File: src/logic/rar_cfg.svh
// Purpose: constants for the rotate-and-return execution slice
// Assumes: 16-bit opcodes, 8-bit data, 16-bit program counter
// Notes:   definitions only
`ifndef RAR_CFG_SVH
`define RAR_CFG_SVH

// ----------------------------------------------------------------
// opcode patterns
// ----------------------------------------------------------------
`define RAR_RLC_OP      7'h0d
`define RAR_RLC_OP_MSB  15
`define RAR_RLC_OP_LSB  9
`define RAR_DEST_BIT    8
`define RAR_RET_OP      16'h0002

// ----------------------------------------------------------------
// reset values
// ----------------------------------------------------------------
`define RAR_BYTE_RST    8'h00
`define RAR_WORD_RST    16'h0000
`define RAR_CARRY_RST   1'b0

`endif

File: src/logic/rar_pkg.sv
// Purpose: shared types for the rotate-and-return execution slice
// Assumes: nothing beyond the cfg header
// Notes:   types only, constants live in rar_cfg.svh
package rar_pkg;
  typedef logic [7:0]  rar_byte_t;
  typedef logic [15:0] rar_word_t;
  typedef enum logic {RAR_RUN, RAR_NOP} rar_state_t;
endpackage : rar_pkg
File: src/logic/rar_exec.sv
// Purpose: executes rotate-left-through-carry and subroutine return
// Assumes: one clk_i edge per instruction cycle; file_rdata_i holds the
//          register addressed by instr_i[7:0] in the cycle of issue
// Notes:   the stack is filled from outside by the call logic (push_i)
`timescale 1ns/1ps
`default_nettype none
`include "rar_cfg.svh"

// Behaviour
// - rotate-left-through-carry shifts the file register left, old carry into bit 0, old bit 7 into carry.
// - with the destination bit clear the result goes to working_register and the file is untouched.
// - with the destination bit set the result is written back to the same file register.
// - return loads program_counter_high_latch with the return instruction's high address byte, instr_addr_i[15:8].
// - return pops the stack and loads the program counter from stack_top_w, opcode 0x0002.
module rar_exec #(
  parameter int STACK_DEPTH = 16
) (
  // clock and reset
  input  wire logic          clk_i,
  input  wire logic          rstn_i,
  // instruction issue
  input  wire logic          instr_valid_i,
  input  wire rar_pkg::rar_word_t instr_i,
  input  wire rar_pkg::rar_word_t instr_addr_i,
  input  wire rar_pkg::rar_byte_t file_rdata_i,
  // stack push from call logic
  input  wire logic          push_i,
  input  wire rar_pkg::rar_word_t push_addr_i,
  // file register write port
  output logic               file_we_o,
  output rar_pkg::rar_byte_t file_addr_o,
  output rar_pkg::rar_byte_t file_wdata_o,
  // core state
  output rar_pkg::rar_byte_t working_register_o,
  output logic               carry_o,
  output rar_pkg::rar_word_t pc_o,
  output logic               pc_load_o,
  output rar_pkg::rar_byte_t program_counter_high_latch_o,
  output logic               forced_nop_o
);
  import rar_pkg::*;

  localparam int PW = $clog2(STACK_DEPTH);

  // ----------------------------------------------------------------
  // state
  // ----------------------------------------------------------------
  rar_state_t        state_r, state_nxt;
  logic              file_we_r, file_we_nxt;
  rar_byte_t         file_addr_r, file_addr_nxt;
  rar_byte_t         file_wdata_r, file_wdata_nxt;
  rar_byte_t         working_register_r, working_register_nxt;
  logic              carry_r, carry_nxt;
  rar_word_t         pc_r, pc_nxt;
  logic              pc_load_r, pc_load_nxt;
  rar_byte_t         program_counter_high_latch_r, program_counter_high_latch_nxt;
  logic              nop_r, nop_nxt;
  logic [PW-1:0]     sp_r, sp_nxt;
  rar_word_t         stack_r [STACK_DEPTH];

  // ----------------------------------------------------------------
  // decode
  // ----------------------------------------------------------------
  logic              fire_w;
  logic              is_rlc_w;
  logic              is_ret_w;
  rar_byte_t         rot_w;
  rar_word_t         stack_top_w;
  logic [PW-1:0]     sp_dec_w;
  logic [PW-1:0]     sp_inc_w;

  assign fire_w      = instr_valid_i && (state_r == RAR_RUN);
  assign is_rlc_w    = fire_w && (instr_i[`RAR_RLC_OP_MSB:`RAR_RLC_OP_LSB] == `RAR_RLC_OP);
  assign is_ret_w    = fire_w && (instr_i == `RAR_RET_OP);
  assign rot_w       = {file_rdata_i[6:0], carry_r};
  assign sp_dec_w    = sp_r - {{(PW-1){1'b0}}, 1'b1};
  assign sp_inc_w    = sp_r + {{(PW-1){1'b0}}, 1'b1};
  assign stack_top_w = stack_r[sp_dec_w];

  always_comb begin
    state_nxt      = RAR_RUN;
    file_we_nxt    = 1'b0;
    file_addr_nxt  = file_addr_r;
    file_wdata_nxt = file_wdata_r;
    working_register_nxt       = working_register_r;
    carry_nxt      = carry_r;
    pc_nxt         = pc_r;
    pc_load_nxt    = 1'b0;
    program_counter_high_latch_nxt     = program_counter_high_latch_r;
    sp_nxt         = sp_r;
    nop_nxt        = 1'b0;
    case (state_r)
      RAR_RUN: begin
        if (is_rlc_w) begin
          carry_nxt = file_rdata_i[7];
          if (instr_i[`RAR_DEST_BIT]) begin
            file_we_nxt    = 1'b1;
            file_addr_nxt  = instr_i[7:0];
            file_wdata_nxt = rot_w;
          end else begin
            working_register_nxt = rot_w;
          end
        end else if (is_ret_w) begin
          program_counter_high_latch_nxt  = instr_addr_i[15:8];
          pc_nxt      = stack_top_w;
          pc_load_nxt = 1'b1;
          sp_nxt      = sp_dec_w;
          state_nxt   = RAR_NOP;
          nop_nxt     = 1'b1;
        end
        // a push shares the cycle with a rotate; only a return takes its slot
        if (push_i && !is_ret_w) begin
          sp_nxt = sp_inc_w;
        end
      end
      // second cycle of return: issue is ignored, fetch refills from pc_o
      RAR_NOP: state_nxt = RAR_RUN;
      default: state_nxt = RAR_RUN;
    endcase
  end

  always_ff @(posedge clk_i or negedge rstn_i) begin
    if (!rstn_i) begin
      state_r      <= RAR_RUN;
      file_we_r    <= 1'b0;
      file_addr_r  <= `RAR_BYTE_RST;
      file_wdata_r <= `RAR_BYTE_RST;
      working_register_r       <= `RAR_BYTE_RST;
      carry_r      <= `RAR_CARRY_RST;
      pc_r         <= `RAR_WORD_RST;
      pc_load_r    <= 1'b0;
      program_counter_high_latch_r     <= `RAR_BYTE_RST;
      nop_r        <= 1'b0;
      sp_r         <= '0;
    end else begin
      state_r      <= state_nxt;
      file_we_r    <= file_we_nxt;
      file_addr_r  <= file_addr_nxt;
      file_wdata_r <= file_wdata_nxt;
      working_register_r       <= working_register_nxt;
      carry_r      <= carry_nxt;
      pc_r         <= pc_nxt;
      pc_load_r    <= pc_load_nxt;
      program_counter_high_latch_r     <= program_counter_high_latch_nxt;
      nop_r        <= nop_nxt;
      sp_r         <= sp_nxt;
    end
  end

  // ----------------------------------------------------------------
  // stack storage, circular when STACK_DEPTH is a power of two: overflow overwrites the oldest entry
  // ----------------------------------------------------------------
  generate
    for (genvar i = 0; i < STACK_DEPTH; i++) begin : g_stk
      always_ff @(posedge clk_i) begin
        if (push_i && !is_ret_w && (state_r == RAR_RUN) && (sp_r == PW'(i)))
          stack_r[i] <= push_addr_i;
      end
    end
  endgenerate

  assign file_we_o                    = file_we_r;
  assign file_addr_o                  = file_addr_r;
  assign file_wdata_o                 = file_wdata_r;
  assign working_register_o           = working_register_r;
  assign carry_o                      = carry_r;
  assign pc_o                         = pc_r;
  assign pc_load_o                    = pc_load_r;
  assign program_counter_high_latch_o = program_counter_high_latch_r;
  assign forced_nop_o                 = nop_r;

  logic              rlc_wr_w;
  logic              rlc_wk_w;
  logic              old_b7_w;
  rar_byte_t         f_addr_w;
  rar_byte_t         ret_hi_w;
  logic              push_ok_w;
  assign rlc_wr_w = is_rlc_w && instr_i[`RAR_DEST_BIT];
  assign rlc_wk_w = is_rlc_w && !instr_i[`RAR_DEST_BIT];
  assign old_b7_w = file_rdata_i[7];
  assign f_addr_w = instr_i[7:0];
  assign ret_hi_w = instr_addr_i[15:8];
  assign push_ok_w = push_i && !is_ret_w && (state_r == RAR_RUN);
endmodule : rar_exec
`default_nettype wire

File: config.mk
export PLATFORM = sky130hd
export DESIGN_NAME = rar_exec
export DESIGN_NICKNAME = d
export VERILOG_FILES = /design/src/logic/rar_pkg.sv /design/src/logic/rar_exec.sv
export VERILOG_INCLUDE_DIRS = /design/src /design/src/logic
export SDC_FILE = /design/constraint.sdc
export NUM_CORES = 1
export LEC_CHECK = 0
export ABC_CLOCK_PERIOD_IN_PS = 3800
export BUFFER_PORTS_ARGS = -buffer_cell sky130_fd_sc_hd__buf_2
export CAP_MARGIN = 40
export CORE_AREA = 3 3 147 177
export CTS_BUF_LIST = sky130_fd_sc_hd__clkbuf_4 sky130_fd_sc_hd__clkbuf_8
export DETAILED_ROUTE_END_ITERATION = 12
export DIE_AREA = 0 0 150 180
export PLACE_DENSITY_LB_ADDON = 0.15
export REMOVE_ABC_BUFFERS = 1
export SLEW_MARGIN = 10
export SYNTH_ARGS = -nofsm -noshare
export SYNTH_HDL_FRONTEND = slang
export SYNTH_SLANG_ARGS = --single-unit
File: constraint.sdc
create_clock -name clk_i -period 3.8 [get_ports clk_i]
set_input_delay 0.19 -clock clk_i [delete_from_list [all_inputs] [get_ports clk_i]]
set_output_delay 0.19 -clock clk_i [all_outputs]
set_load 0.05 [all_outputs]
==> metrics <==
status=finished clean; final net count=~860; final worst-path cycle share=0.764; Vias/cell=around 5.5; most common cell after layout, fill and taps aside=edfxtp_1; die width=around 150 um; Die Ht=between 150 and 200 um; dpl cell area=0.0131 mm2; fin crit period=about 2.9 ns; Netlist cell types=43; Setup CP Type=register to register; hold_buf cts=between 40 and 50; clk buf depth=3; clock latency on the worst-skew pair=about 0.57 ns; GPL Wtd Cong=roughly 0.71; number of iterations in the first detailed-routing pass=5; Core Util, Final=0.591; post_cts resized=0; post-CTS setup repair buffer count=0; Yosys Warn Count=0; ANT cells=0; Hold Path Class=primary input to register; detailed placement HPWL=between 10000 and 15000 um; Slew Viols, Final=0; initial antenna violation count=0; H-tree depth=2; Layout Skew=~0.022 ns; residual DRC count=0; Setup Viol. Count Final=0; RSZ-0062 raised after global routing=no; Hold Fails Final Rpt=0; input/output buffers=between 100 and 150; Synth Cell Area=about 0.012 mm2; largest net degree at the start of global routing=39; Root Driver=clkbuf_8; Via Count=approximately 6300; Area Growth Syn to Fin=19.4%; hold slack=0.123 ns; register area share after synthesis=0.745; number of CTS-inserted buffers=between 40 and 50; Power Density=694 mW/mm2; Peak VDD IR=~0.00049 V; Starting Density=0.495; row cnt=63; Core ar.=~0.025 mm2; clock slew at the register clock pins of the worst setup and hold paths=roughly 0.060 ns; FMAX=roughly 340 MHz; first-pass GRT wire length=just under 40000 um; Max-cap violations=0; ys async rst share=0.177; synthesized instance count=600; fill count=approximately 1900; register bit total from synthesis=slightly above 300; Mean Syn Cell Area=~20 um2; design area=0.0145 mm2; CTS Sinks=311; Crit path required time=4.21 ns; Setup crit end kind=register; worst path arrival time=between 3 and 4 ns; share of cells above drive strength 1=0.394; critical path startpoint category=register; GR Overflow Total=0; worst-path maximum fanout=27; CTS tree=yes; routed wire length=between 20000 and 30000 um; Least-Margin Pin Slew=about 0.86 ns; most frequent cells in the layout=edfxtp_1 (256), buf_2 (103), mux4_2 (64); slew margin rel.=0.427; post-route ant nets=0; Die ar.=roughly 0.027 mm2; WL/cell=between 20 and 25 um; Seq. cell area=0.00907 mm2; vias in the first global route=~6700; Multi-input gate area=around 0.0028 mm2; Initial DRC Count=516; ys flop type=edfxtp_1; GRT Util Overall=0.193; Post-synth EDFFs=about 260; leakage power=about 5.5 nW; I/O Pins=between 100 and 150
worst paths after layout:
path,startpoint,to,slack (ns),depth (start not counted)
max,sp_r[0],pc_o[15],0.90,6
min,instr_i[11],pc_o[4],0.12,4
max reg2reg,sp_r[0],pc_o[15],0.90,6
min reg2reg,file_addr_o[4],file_addr_o[4],0.50,1
max in group asynchronous,rstn_i,sp_r[0],2.68,3
min in group asynchronous,rstn_i,pc_o[13],0.15,2
per-layer routing:
layer	track usage	part of all wire	vias to the layer above
li1	-	-	2801
met1	0.267	0.42	3262
met2	0.313	0.49	228
met5	0	0	-
met4	0.0622	0.021	0
met3	0.0381	0.066	45
flip-flops by register name, summed over array words and instances (netlist names):
signal and cells:
stack_r 256, pc_o 16, file_addr_o 8, file_wdata_o 8, program_counter_high_latch_o 8, working_register_o 8
sp_r 4, carry_o 1, file_we_o 1, forced_nop_o 1
cells in the mapped netlist, types with 2 or more instances:
library cell | number | area share
buf_2 | 5 | 0.0021
nor2b_1 | 3 | 0.0015
nor2_1 | 20 | 0.0062
edfxtp_1 | 256 | 0.63
mux2_2 | 30 | 0.028
nor3_2 | 2 | 0.0016
nor4_1 | 3 | 0.0015
o22ai_1 | 16 | 0.0082
buf_6 | 8 | 0.0074
buf_1 | 5 | 0.0015
nand2_1 | 3 | 0.00093
and2_1 | 10 | 0.0051
a221oi_1 | 5 | 0.0036
a211oi_1 | 2 | 0.0012
inv_1 | 36 | 0.011
buf_4 | 8 | 0.0049
mux4_2 | 64 | 0.12
a21oi_1 | 16 | 0.0066
a31oi_4 | 2 | 0.0035
nor4b_1 | 2 | 0.0014
a221oi_2 | 11 | 0.014
dfrtp_1 | 55 | 0.11
xnor2_1 | 2 | 0.0014
nor3_1 | 3 | 0.0012
a22o_2 | 2 | 0.0016
ha_1 | 5 | 0.0051
mux2_4 | 3 | 0.0037
and3_1 | 8 | 0.0041
layout make-up:
| type | count | area share |
|---|---|---|
| Sequential cell | 311 | 0.624 |
| Inverter | 36 | 0.00930 |
| Timing Repair Buffer | 168 | 0.0806 |
| Clock inverter | 15 | 0.00525 |
| Tap cell | 325 | 0.0280 |
| Clock buffer | 74 | 0.0619 |
| Multi-Input combinational cell | 225 | 0.191 |
logic make-up after synthesis:
family | count (synthesis) | synth area share
AOI/OAI and AO/OA | 57 | 0.0406
xor gates and xnor gates | 3 | 0.00216
adders and majority gates | 5 | 0.00514
buffers and inverters | 64 | 0.0278
DFF | 311 | 0.745
muxes | 98 | 0.151
and+or+nand+nor | 62 | 0.0290
power by group:
group	internal, W	switching [W]	total [W]
Clock	0.00151	0.00122	0.00273
Sequential	0.00401	0.000158	0.00417
Combinational	0.00144	0.00174	0.00318
worst max-delay path, stage by stage (launching register included):
cell and delay (ns):
dfrtp_4 0.68, buf_4 0.54, o21ai_2 0.18, a31oi_4 0.71, o22ai_1 0.23, a221oi_2 0.29, a21oi_1 0.12
stage by stage:
| stage | setup WS, ns | power, W | TNS [ns] | instances |
|---|---|---|---|---|
| floorplan | -1.96 | 0.00659 | -81.16 | 572 |
| global placement | 0.898 | 0.00734 | 0 | 1019 |
| detailed placement | 0.858 | 0.00742 | 0 | 1022 |
| CTS | 0.871 | 0.0102 | 0 | 1154 |
| global route | 0.728 | 0.0106 | 0 | 1154 |
| finish | 0.896 | 0.0101 | 0 | 1154 |
Power figures use the tool's default switching activity.
